--- src/inc/mbr_cfg.svh ---
// constants for the bit-read responder: codes, limits, crc and timing
`ifndef MBR_CFG_SVH
`define MBR_CFG_SVH
`define FC_READ_COILS   8'h01
`define FC_READ_INPUTS  8'h02
`define FC_EXC_FLAG     8'h80
`define EXC_ILLEGAL_FC  8'h01
`define EXC_BAD_ADDR    8'h02
`define EXC_BAD_VALUE   8'h03
`define MAX_BITS        16'h07D0
`define QUERY_LEN       4'h8
`define MIN_FRAME       4'h4
`define CRC_INIT        16'hFFFF
`define CRC_POLY        16'hA001
`define CRC_RESIDUE     16'h0000
// timing: one character at 9600 baud, 11 bit times
`define CLK_PERIOD_NS   50
`define CHAR_TIME_NS    1146000
`define GAP_TIME_NS     ((`CHAR_TIME_NS * 7) / 2)
`define GAP_CYCLES      ((`GAP_TIME_NS + `CLK_PERIOD_NS - 1) / `CLK_PERIOD_NS)
`define GAP_CNT_W       24
`endif

--- src/inc/mbr_pkg.sv ---
// types shared by the bit-read responder modules
package mbr_pkg;
  typedef enum logic [3:0] {
    idle_s      = 4'h0,
    check_s     = 4'h1,
    send_addr_s = 4'h3,
    send_fc_s   = 4'h2,
    send_cnt_s  = 4'h6,
    build_s     = 4'h7,
    send_data_s = 4'h5,
    crc_lo_s    = 4'h4,
    crc_hi_s    = 4'hC
  } state_t;
  typedef logic [7:0] byte_t;
endpackage : mbr_pkg

--- src/inc/crc_if.sv ---
// crc accumulator port bundle between the responder and its crc unit
interface crc_if;
  logic        init;
  logic        en;
  logic [7:0]  data;
  logic [15:0] crc;
  modport unit (input init, input en, input data, output crc);
  modport user (output init, output en, output data, input crc);
endinterface : crc_if

--- src/design/crc16_unit.sv ---
// byte-wide crc-16 accumulator, reflected polynomial
`include "mbr_cfg.svh"
module crc16_unit (
  // clock and reset
  input  wire logic core_clk,
  input  wire logic nrst,
  input  wire logic ce,
  // accumulator port
  crc_if.unit       cif
);
  import mbr_pkg::*;

  logic [15:0] crc_r;

  function automatic logic [15:0] crc_step(input logic [15:0] c, input logic [7:0] d);
    logic [15:0] v;
    v = c ^ {8'h00, d};
    for (int i = 0; i < 8; i++) begin
      v = v[0] ? ((v >> 1) ^ `CRC_POLY) : (v >> 1);
    end
    return v;
  endfunction : crc_step

  // RULE19 - reflected crc update
  always_ff @(posedge core_clk) begin
    if (!nrst) begin
      crc_r <= `CRC_INIT;
    end else if (ce) begin
      if (cif.en) begin
        crc_r <= crc_step(cif.init ? `CRC_INIT : crc_r, cif.data);
      end else if (cif.init) begin
        crc_r <= `CRC_INIT;
      end
    end
  end

  assign cif.crc = crc_r;
endmodule : crc16_unit

--- src/design/silence_timer.sv ---
// line-silence detector marking the end of a received frame
`include "mbr_cfg.svh"
module silence_timer #(
  parameter int GAP_CYCLES = `GAP_CYCLES
) (
  // clock and reset
  input  wire logic core_clk,
  input  wire logic nrst,
  input  wire logic ce,
  // line activity and frame end
  input  wire logic activity,
  output logic      gap_pulse
);
  import mbr_pkg::*;

  logic [`GAP_CNT_W-1:0] cnt_r;
  logic                  armed_r;

  // RULE20 - silence ends frame
  always_ff @(posedge core_clk) begin
    if (!nrst) begin
      cnt_r     <= '0;
      armed_r   <= 1'b0;
      gap_pulse <= 1'b0;
    end else if (ce) begin
      gap_pulse <= 1'b0;
      if (activity) begin
        cnt_r   <= '0;
        armed_r <= 1'b1;
      end else if (armed_r) begin
        if (cnt_r == GAP_CYCLES[`GAP_CNT_W-1:0] - 1'b1) begin
          armed_r   <= 1'b0;
          gap_pulse <= 1'b1;
        end else begin
          cnt_r <= cnt_r + 1'b1;
        end
      end
    end
  end
endmodule : silence_timer

--- src/design/modbus_bit_read_responder.sv ---
// slave responder for the coil-read and input-read bit functions
// Summary of operation
// RULE1 - every response carries a two-byte crc over address, code and data
// RULE2 - master recomputes response crc and ignores mismatching messages
// RULE3 - queries whose crc does not check are silently discarded
// RULE4 - code 01h returns a contiguous coil range, up to 2000 bits
// RULE5 - coil addresses are zero based
// RULE6 - first coil in bit 0 of first byte, later coils upward
// RULE7 - query: address, code, start, count, crc; eight bytes
// RULE8 - response: address, code, byte count n, n data bytes, crc
// RULE9 - byte count is bits over eight rounded up, padding zero
// RULE10 - only bits of installed hardware are readable
// RULE11 - bad bit gives exception 02h, bad count or format 03h
// RULE12 - each error increments its own communication counter; an illegal function code (01h) increments none
// RULE13 - code 02h returns a contiguous input range, up to 2000 bits
// RULE14 - inputs zero based, packed from bit 0 upward
// RULE15 - input response laid out like the coil response
// RULE16 - lowest input of each row at rightmost bit
// RULE17 - exceptions set the code's top bit and carry the exception code
// RULE18 - answer only our own slave address, otherwise stay silent
// RULE19 - crc-16 initial ffff, polynomial a001, low byte first
// RULE20 - a silence of 3.5 characters ends a frame
`include "mbr_cfg.svh"
module modbus_bit_read_responder #(
  parameter int GAP_CYCLES = `GAP_CYCLES
) (
  // clock, reset, enable
  input  wire logic          core_clk,
  input  wire logic          nrst,
  input  wire logic          ce,
  // received bytes from the serial receiver
  input  wire mbr_pkg::byte_t rx_byte,
  input  wire logic          rx_valid,
  // bytes to the serial transmitter
  output mbr_pkg::byte_t     tx_byte,
  output logic               tx_valid,
  input  wire logic          tx_ready,
  // configuration and installed hardware
  input  wire mbr_pkg::byte_t slave_id,
  input  wire logic [15:0]   coil_limit,
  input  wire logic [15:0]   input_limit,
  // bit lookup into the relay, data back one cycle after the address
  output logic [15:0]        bit_addr,
  output logic               bit_space,
  input  wire logic          bit_data,
  // communication counters
  output logic [15:0]        cnt_invalid_addr,
  output logic [15:0]        cnt_illegal_reg,
  output logic [15:0]        cnt_bad_format
);
  import mbr_pkg::*;

  crc_if cif ();

  state_t      st_r;
  byte_t       buf_r [0:7];
  logic [3:0]  len_r;
  logic        gap;
  byte_t       fc_r;
  byte_t       exc_r;
  logic        is_exc_r;
  logic [15:0] start_r;
  logic [15:0] count_r;
  logic [15:0] pos_r;
  logic [2:0]  k_r;
  logic        phase_r;
  byte_t       shift_r;
  byte_t       nbytes_r;
  byte_t       left_r;
  byte_t       byte_nxt;
  logic        sending;
  logic        load_fire;
  logic        take;
  logic [15:0] q_start;
  logic [15:0] q_count;
  logic [16:0] q_end;
  logic [15:0] q_limit;
  logic        q_bad_fc;
  logic        accept;

  crc16_unit u_crc (
    .core_clk (core_clk),
    .nrst     (nrst),
    .ce       (ce),
    .cif      (cif)
  );

  silence_timer #(.GAP_CYCLES(GAP_CYCLES)) u_gap (
    .core_clk  (core_clk),
    .nrst      (nrst),
    .ce        (ce),
    .activity  (rx_valid),
    .gap_pulse (gap)
  );

  function automatic logic is_crc_state(input state_t s);
    return (s == crc_lo_s) || (s == crc_hi_s);
  endfunction : is_crc_state

  function automatic logic is_send_state(input state_t s);
    return (s == send_addr_s) || (s == send_fc_s) || (s == send_cnt_s) ||
           (s == send_data_s) || is_crc_state(s);
  endfunction : is_send_state

  assign sending   = is_send_state(st_r);
  assign load_fire = sending && !tx_valid;
  assign take      = tx_valid && tx_ready;

  // query fields as received
  assign q_start  = {buf_r[2], buf_r[3]};
  assign q_count  = {buf_r[4], buf_r[5]};
  assign q_end    = {1'b0, q_start} + {1'b0, q_count};
  assign q_limit  = (buf_r[1] == `FC_READ_INPUTS) ? input_limit : coil_limit;
  assign q_bad_fc = (buf_r[1] != `FC_READ_COILS) && (buf_r[1] != `FC_READ_INPUTS);
  assign accept   = gap && (len_r >= `MIN_FRAME) && (cif.crc == `CRC_RESIDUE) &&
                    (buf_r[0] == slave_id);

  // RULE8 - response byte order
  always_comb begin
    case (st_r)
      send_addr_s: byte_nxt = buf_r[0];
      // RULE17 - exception flag in code
      send_fc_s:   byte_nxt = is_exc_r ? (fc_r | `FC_EXC_FLAG) : fc_r;
      send_cnt_s:  byte_nxt = is_exc_r ? exc_r : nbytes_r;
      send_data_s: byte_nxt = shift_r;
      // RULE19 - low crc byte first
      crc_lo_s:    byte_nxt = cif.crc[7:0];
      crc_hi_s:    byte_nxt = cif.crc[15:8];
      default:     byte_nxt = 8'h00;
    endcase
  end

  // rx bytes feed the check; on reply the header and data feed a fresh crc
  // RULE1 - crc over response
  always_comb begin
    // restart after the reply, else the next query is checked from a stale value
    cif.init = ((st_r == idle_s) && gap) || (st_r == check_s) ||
               ((st_r == crc_hi_s) && take);
    cif.en   = ((st_r == idle_s) && rx_valid) || (load_fire && !is_crc_state(st_r));
    cif.data = (st_r == idle_s) ? rx_byte : byte_nxt;
  end

  // frame capture; bytes beyond eight only count toward the length
  always_ff @(posedge core_clk) begin
    if (!nrst) begin
      len_r <= 4'h0;
      for (int i = 0; i < 8; i++) begin
        buf_r[i] <= 8'h00;
      end
    end else if (ce) begin
      if (st_r == idle_s) begin
        if (rx_valid) begin
          if (len_r < `QUERY_LEN) begin
            buf_r[len_r[2:0]] <= rx_byte;
          end
          if (len_r != 4'hF) begin
            len_r <= gap ? 4'h1 : len_r + 1'b1;
          end
        end else if (gap && !accept) begin
          // an accepted frame keeps its length for validation
          len_r <= 4'h0;
        end
      end else if (st_r == crc_hi_s && take) begin
        len_r <= 4'h0;
      end
    end
  end

  // state sequencing
  always_ff @(posedge core_clk) begin
    if (!nrst) begin
      st_r <= idle_s;
    end else if (ce) begin
      case (st_r)
        idle_s: begin
          // RULE3 - residue must be zero
          // RULE18 - own address only
          if (accept) begin
            st_r <= check_s;
          end
        end
        check_s: begin
          st_r <= send_addr_s;
        end
        send_addr_s: begin
          if (take) st_r <= send_fc_s;
        end
        send_fc_s: begin
          if (take) st_r <= send_cnt_s;
        end
        send_cnt_s: begin
          if (take) st_r <= is_exc_r ? crc_lo_s : build_s;
        end
        build_s: begin
          if (phase_r && k_r == 3'h7) st_r <= send_data_s;
        end
        send_data_s: begin
          if (take) st_r <= (left_r == 8'h01) ? crc_lo_s : build_s;
        end
        crc_lo_s: begin
          if (take) st_r <= crc_hi_s;
        end
        crc_hi_s: begin
          if (take) st_r <= idle_s;
        end
        default: begin
          st_r <= idle_s;
        end
      endcase
    end
  end

  // query validation, in priority order
  always_ff @(posedge core_clk) begin
    if (!nrst) begin
      fc_r     <= 8'h00;
      exc_r    <= 8'h00;
      is_exc_r <= 1'b0;
      start_r  <= 16'h0000;
      count_r  <= 16'h0000;
      nbytes_r <= 8'h00;
    end else if (ce && st_r == check_s) begin
      fc_r    <= buf_r[1];
      start_r <= q_start;
      count_r <= q_count;
      // RULE9 - round up to bytes
      nbytes_r <= 8'((q_count + 16'h0007) >> 3);
      is_exc_r <= 1'b1;
      if (q_bad_fc) begin
        exc_r <= `EXC_ILLEGAL_FC;
      // RULE7 - eight-byte query format
      // RULE11 - format gives 03h
      end else if (len_r != `QUERY_LEN) begin
        exc_r <= `EXC_BAD_VALUE;
      // RULE4 - at most 2000 bits
      // RULE13 - same limit inputs
      end else if (q_count == 16'h0000 || q_count > `MAX_BITS) begin
        exc_r <= `EXC_BAD_VALUE;
      // RULE10 - installed bits only
      // RULE11 - bad bit gives 02h
      end else if (q_end > {1'b0, q_limit}) begin
        exc_r <= `EXC_BAD_ADDR;
      end else begin
        is_exc_r <= 1'b0;
        exc_r    <= 8'h00;
      end
    end
  end

  // RULE12 - error counters
  always_ff @(posedge core_clk) begin
    if (!nrst) begin
      cnt_invalid_addr <= 16'h0000;
      cnt_illegal_reg  <= 16'h0000;
      cnt_bad_format   <= 16'h0000;
    end else if (ce && st_r == check_s && !q_bad_fc) begin
      if (len_r != `QUERY_LEN) begin
        cnt_bad_format <= cnt_bad_format + 1'b1;
      end else if (q_count == 16'h0000 || q_count > `MAX_BITS) begin
        cnt_illegal_reg <= cnt_illegal_reg + 1'b1;
      end else if (q_end > {1'b0, q_limit}) begin
        cnt_invalid_addr <= cnt_invalid_addr + 1'b1;
      end
    end
  end

  // bit gathering: address in one cycle, relay data sampled the next
  always_ff @(posedge core_clk) begin
    if (!nrst) begin
      pos_r     <= 16'h0000;
      k_r       <= 3'h0;
      phase_r   <= 1'b0;
      shift_r   <= 8'h00;
      bit_addr  <= 16'h0000;
      bit_space <= 1'b0;
    end else if (ce) begin
      if (st_r == check_s) begin
        pos_r     <= 16'h0000;
        k_r       <= 3'h0;
        phase_r   <= 1'b0;
        bit_space <= (buf_r[1] == `FC_READ_INPUTS);
      end else if (st_r == build_s) begin
        if (!phase_r) begin
          // RULE5 - zero-based addressing
          // RULE14 - zero-based inputs
          bit_addr <= start_r + pos_r;
          phase_r  <= 1'b1;
        end else begin
          // RULE6 - lsb holds first bit
          // RULE16 - lowest at right
          // RULE9 - pad with zero
          shift_r <= {(pos_r < count_r) ? bit_data : 1'b0, shift_r[7:1]};
          pos_r   <= pos_r + 1'b1;
          k_r     <= k_r + 1'b1;
          phase_r <= 1'b0;
        end
      end
    end
  end

  // transmit handshake; valid drops at least one cycle between bytes
  // RULE15 - shared response path
  always_ff @(posedge core_clk) begin
    if (!nrst) begin
      tx_valid <= 1'b0;
      tx_byte  <= 8'h00;
      left_r   <= 8'h00;
    end else if (ce) begin
      if (st_r == check_s) begin
        left_r <= 8'((q_count + 16'h0007) >> 3);
      end
      if (take) begin
        tx_valid <= 1'b0;
        if (st_r == send_data_s) begin
          left_r <= left_r - 1'b1;
        end
      end else if (load_fire) begin
        tx_valid <= 1'b1;
        tx_byte  <= byte_nxt;
      end
    end
  end
endmodule : modbus_bit_read_responder

--- config.mk ---
export PLATFORM = sky130hd
export DESIGN_NAME = modbus_bit_read_responder
export DESIGN_NICKNAME = d
export VERILOG_FILES = /design/src/inc/mbr_pkg.sv /design/src/inc/crc_if.sv /design/src/design/crc16_unit.sv /design/src/design/silence_timer.sv /design/src/design/modbus_bit_read_responder.sv
export VERILOG_INCLUDE_DIRS = /design/src /design/src/inc
export SDC_FILE = /design/constraint.sdc
export NUM_CORES = 1
export LEC_CHECK = 0
export CAP_MARGIN = 30
export CORE_ASPECT_RATIO = 0.7
export CORE_MARGIN = 4
export CORE_UTILIZATION = 49
export DETAILED_ROUTE_END_ITERATION = 8
export DONT_BUFFER_PORTS = 1
export GPL_ROUTABILITY_DRIVEN = 0
export GPL_TIMING_DRIVEN = 0
export MAX_ROUTING_LAYER = met4
export PLACE_DENSITY = 0.68
export SLEW_MARGIN = 20
export SYNTH_ARGS = -nofsm -noshare
export SYNTH_HDL_FRONTEND = slang
export SYNTH_SLANG_ARGS = --single-unit
--- constraint.sdc ---
create_clock -name core_clk -period 4.7 [get_ports core_clk]
set_input_delay 0.235 -clock core_clk [delete_from_list [all_inputs] [get_ports core_clk]]
set_output_delay 0.235 -clock core_clk [all_outputs]
set_load 0.005 [all_outputs]
Word-level counts from Yosys, hierarchy flattened
Memory sizes are Yosys's and may differ from the RTL's.
Index checks and enable logic that the tools add are counted.
{"block": "word_totals", "register_bits": 217, "mem_count": 1, "output_inout_bits": 74, "mem_bits_rw": 64, "in_bits": 54}
{"name": "buf_r", "words": 8, "word_bits": 8, "read_ports": 6, "rd_clocked_by_memory_dff": 0, "wr": 8, "line_no": "modbus_bit_read_responder.sv:56", "rtl": "byte_t buf_r [0:7];"}
{"block": "op_classes", "magnitude_cmp": 5, "addsub": 11, "muxes": 74, "n_eq_ne": 28, "n_reduce_logical": 49, "bitwise": 14}
{"operator": "$mux W16", "count": 14}
{"operator": "$mux W24", "count": 3}
{"operator": "$add A16 B1 Y16 const B", "count": 4}
{"operator": "$mux W4", "count": 14}
{"operator": "$mux W8", "count": 7}
{"operator": "$pmux W8 S6", "count": 1}
{"operator": "$pmux W4 S9", "count": 1}
{"operator": "$logic_not A16 Y1", "count": 2}
{"operator": "$add A24 B1 Y24 const B", "count": 1}
{"operator": "$eq A24 B17 Y1 const B", "count": 1}
{"operator": "$mux W1", "count": 24}
{"operator": "$not A2 Y3", "count": 8}
{"operator": "$ne A2 B2 Y1 const B", "count": 9}
{"operator": "$add A16 B16 Y17", "count": 1}
{"operator": "$gt A17 B16 Y1", "count": 1}
{"operator": "$add A16 B16 Y16", "count": 1}
{"operator": "$eq A4 B3 Y1 const B", "count": 4}
{"operator": "$gt A16 B11 Y1 const B", "count": 1}
{"operator": "$lt A16 B16 Y1", "count": 1}
{"operator": "$reduce_and A4 Y1", "count": 4}
{"operator": "$xor A16 B8 Y16", "count": 1}
{"operator": "$logic_and A1 B1 Y1", "count": 14}
{"operator": "$mux W2", "count": 6}
{"operator": "$mux W3", "count": 4}
{"operator": "other kinds (26)", "count": 54}

Longest topological paths before layout
{"block": "depth", "word_depth": 23, "depth_mapped": 21, "mapped_depth_nobuf": 20}

Cells and area by module
Synthesis repeated with hierarchy kept, for this count alone.
{"block": "hier_totals", "hier_cells": 1598, "area_unflattened_um2": 14151.1}
{"mod": "modbus_bit_read_responder", "seq_area_each_um2": 4824.6, "n_inst": 1, "area_each_um2": 11703.7, "cells_each": 1309}
{"mod": "silence_timer", "seq_area_each_um2": 520.5, "n_inst": 1, "area_each_um2": 1549.0, "cells_each": 189}
{"mod": "crc16_unit", "seq_area_each_um2": 320.3, "n_inst": 1, "area_each_um2": 898.4, "cells_each": 100}

Worst setup path before layout
OpenSTA, ideal clock, no wires.
{"block": "synth_timing", "path_kind": "reg2reg", "from": "memory buf_r[5][1] (netlist bit)", "to": "register cnt_invalid_addr[0]", "n_path_buf": 1, "t_arrival_ns": 4.274, "period_less_slack_ns": 4.398, "path_stages_with_launch": 20, "path_slack_ns": 0.302, "setup_time_ns": 0.124, "path_cell_list": "edfxtp_1 -> ha_1 -> a21o_1 -> a21oi_1 -> nor2b_1 -> o21a_1 -> o31a_1 -> a41o_1 -> o41ai_1 -> o2111ai_1 -> a21oi_1 -> xnor2_1 -> ha_1 -> nand3_1 -> nor3_1 -> a21oi_1 -> a221oi_2 -> clkbuf_1 -> nor2_1 -> mux2i_1"}
{"item": "start, declared", "line_no": "modbus_bit_read_responder.sv:56"}
{"item": "end signal, assigned", "line_no": "modbus_bit_read_responder.sv:262", "rtl": "cnt_invalid_addr <= cnt_invalid_addr + 1'b1;"}
{"item": "end, declared", "line_no": "modbus_bit_read_responder.sv:47", "rtl": "output logic [15:0] cnt_invalid_addr,"}

==> flow_metrics.env <==
export IMPL_p_clk_share_pct=42.1
export IMPL_num_vias=11830
export IMPL_cts_sinks=259
export IMPL_worst_path_max_fanout=5
export IMPL_relSlewSlack_pct=35.18
export IMPL_cts_buffers_inserted=26
export IMPL_switchingPower_mw=1.223
export IMPL_leakagePower_nw=5.778
export IMPL_seq_power_share_pct=47.9
export IMPL_tritoncts="yes"
export IMPL_swShare_pct=24.95
export IMPL_clk_latency_ps=550
export IMPL_ys_seq_area_share_pct=40.88
export IMPL_startpoint_type="flop"
export IMPL_top_register="buf_r"
export IMPL_yosys_area_share_adder_pct=6.880
export IMPL_synth_edf_count=48
export IMPL_antenna_left=0
export IMPL_finalNonFillerCells=2059
export IMPL_ir_worst_vdd_mv=0.2812
export IMPL_cp_arrival_ps=4950
export IMPL_setup_tns_ps=0
export IMPL_synth_compound_area_share_pct=14.48
export IMPL_num_rows=51
export IMPL_cts_root_buf="clkbuf_16"
export IMPL_synth_top_area_cell="dfxtp_1"
export IMPL_synthMuxAreaShare_pct=3.440
export IMPL_reg_largest_list="buf_r x48, u_gap.cnt_r x24"
export IMPL_fin_crit_sh_pct=95.22
export IMPL_grt_pass1_vias=11080
export IMPL_p_total_mw=4.902
export IMPL_synth_simple_area_share_pct=22.72
export IMPL_whs_ps=31.58
export IMPL_max_cap_violations=0
export IMPL_core_area_um2=27820
export IMPL_synth_nets=1743
export IMPL_synth_cells=1614
export IMPL_cts_htree_levels=1
export IMPL_synthesis_area_um2=13860
export IMPL_clockBufferDepth=3
export IMPL_finalSetupViolCount=0
export IMPL_viasPerCell=5.744
export IMPL_ys_ff_latch=259
export IMPL_grt_remaining_overflow=0
export IMPL_p_int_mw=3.679
export IMPL_nets=1797
export IMPL_antenna_found_initial=1
export IMPL_powerDensity_nw_per_um2=316.6
export IMPL_drv_slew=0
export IMPL_firstDrtPassIters=8
export IMPL_crit_type="reg2reg"
export IMPL_holdCritPathClass="in2reg"
export IMPL_die_h_um=148.7
export IMPL_synth_flop_cell="dfxtp_1"
export IMPL_wl_per_cell_um=19.48
export IMPL_largest_reg_flops=48
export IMPL_async_flop_share_pct=0
export IMPL_cp_data_required_time_ps=5170
export IMPL_drt_iter0_drc=1097
export IMPL_ys_top_cells_by_area="dfxtp_1 30%, edfxtp_1 10%, ha_1 6.6%, nand2_1 6.3%, a21oi_1 4.7%"
export IMPL_die_x_um=209.0
export IMPL_fill_cells=2526
export IMPL_fmax_ghz=0.2234
export IMPL_path_clk_slew_ps=60
export IMPL_worstSetupEndpointType="flop"
export IMPL_finalHoldViolCount=0
export IMPL_drc=0
export IMPL_synth_most_common_cell="nand2_1"
export IMPL_io_pins=128
export IMPL_ys_top_cells_by_count="234 x nand2_1, 211 x dfxtp_1, 154 x nor2_1, 129 x a21oi_1, 73 x ha_1"
export IMPL_grtUsageTotal_pct=25.41
export IMPL_syn_mean_instance_area_um2=8.586
export IMPL_skew_ps=24.96
export IMPL_finalCriticalPeriod_ps=4475
export IMPL_synthXorXnorAreaFrac_pct=8.099
export IMPL_yosysWarningCount=0
export IMPL_die_area_um2=31080
export IMPL_pwr_share_comb_pct=10.0
export IMPL_worst_pin_slew_ps=963.4
export IMPL_ys_types=74
export IMPL_io_buffers=0
export IMPL_wl_um=40100
export IMPL_hpwlAfterDp_um=29880
export IMPL_synthToLayoutAreaGrowth_pct=11.74
export IMPL_dpl_cell_count=1987
export IMPL_synth_top_cell_area_share_pct=30.48
export IMPL_synth_top_family_by_area="simple AND/OR/NAND/NOR gates"
export IMPL_grt_pass1_wl_um=61580
export IMPL_grt_max_degree=15
export IMPL_final_util_pct=55.66
export IMPL_start_util_pct=49.81
export IMPL_drive_above_1_share_pct=5.750
export IMPL_status="finished, final reports clean"
path summary, 6_finish.rpt:
check,start,to,slack [ps],cells past startpoint
max reg2reg,buf_r[5][1],cnt_invalid_addr[14],220,20
max,buf_r[5][1],cnt_invalid_addr[14],220,20
min reg2reg,count_r[6],count_r[6],460,2
min,rx_valid,len_r[3],30,3
worst max-delay path, cell delays in order (launching register included):
cell and delay, ps:
edfxtp_1 460, ha_1 310, a21o_1 170, a21oi_2 160
nor2b_1 60, o21a_1 190, o31a_1 260, a41o_1 230
o41ai_4 450, o2111ai_1 190, a21oi_2 160, xnor2_1 180
ha_1 300, nand3_1 100, nor3_2 50, a21oi_2 190
a221oi_4 110, buf_4 160, buf_4 160, nor4_4 280
mux2i_1 230
metrics by stage:
step	setup slack, ps	cell area (µm²)
5_1_grt	-5.389	15480
3_3_place_gp	-722.8	14320
3_5_place_dp	-747.9	14330
6_report	224.7	15480
4_1_cts	13.69	15360
2_1_floorplan	302.3	13860
power by group through the flow:
stage	logic (mW)	clock network, mW	registers, mW
floorplan	0.346	0	2.37
global placement	0.427	0	2.40
detailed placement	0.435	0	2.40
CTS	0.472	2.09	2.35
global route	0.533	2.18	2.35
finish	0.489	2.06	2.35
placed cells by master, fill, tap and decap left out, types with 7 or more instances in the layout:
cell type | netlist | final
and3_1 | 30 | 30
clkbuf_1 | 63 | 66
o41ai_1 | 11 | 9
a21oi_1 | 129 | 124
dlygate4sd3_1 | 0 | 11
mux2i_1 | 42 | 42
dfxtp_1 | 211 | 211
o21ai_0 | 52 | 48
nor2_1 | 154 | 153
o311ai_0 | 11 | 8
xnor2_1 | 65 | 65
edfxtp_1 | 48 | 48
nor3_1 | 21 | 19
nor2b_1 | 13 | 13
or3_1 | 17 | 17
and2_1 | 53 | 53
nand2b_1 | 23 | 23
xor2_1 | 55 | 55
nor4_1 | 14 | 12
inv_1 | 51 | 51
o22ai_1 | 19 | 19
nand4_1 | 22 | 22
clkbuf_16 | 0 | 27
nand3_1 | 52 | 52
buf_4 | 1 | 15
a31oi_1 | 7 | 7
a211oi_1 | 21 | 21
nand2_1 | 234 | 234
ha_1 | 73 | 73
a21o_1 | 17 | 17
cells by family (layout without fill, tap and decap cells):
group	count (synthesis)	in the layout
DFF	259	259
adders and majority gates	75	75
other	0	1
AOI/OAI and AO/OA	320	320
muxes	47	47
and+or+nand+nor	664	664
xor gates and xnor gates	124	124
buffers and inverters	125	198
cell type report:
type	count	area, µm²	area share [%]
multi-input cells	1230	7809	50.43
flip-flops and latches	259	5665	36.59
clock buffers	36	749.5	4.840
well taps	371	464.2	2.998
plain buffers	72	294.0	1.899
repair buffers	26	217.7	1.406
inverters	53	198.9	1.285
clock inverters	11	83.83	0.5414
diodes	1	2.502	0.01616
per-layer routing:
layer / share of wire [%] / up-vias / global-route usage [%]
li1: - / 5784 / -
met3: 8.5 / 63 / 6.199
met5: 0 / - / -
met1: 45 / 5584 / 35.09
met4: 2.4 / 0 / 5.412
met2: 44 / 396 / 38.34
what timing repair did:
item | in CTS | in global routing
hold endpoints to repair | 53 | 0
buffers inserted | 5 | 8
setup endpoints to repair | 18 | 18
hold buffers | 11 | 0
pin swaps | 1 | 16
resized for setup | 7 | 21
No activity file was read; power rests on OpenSTA's default activity.
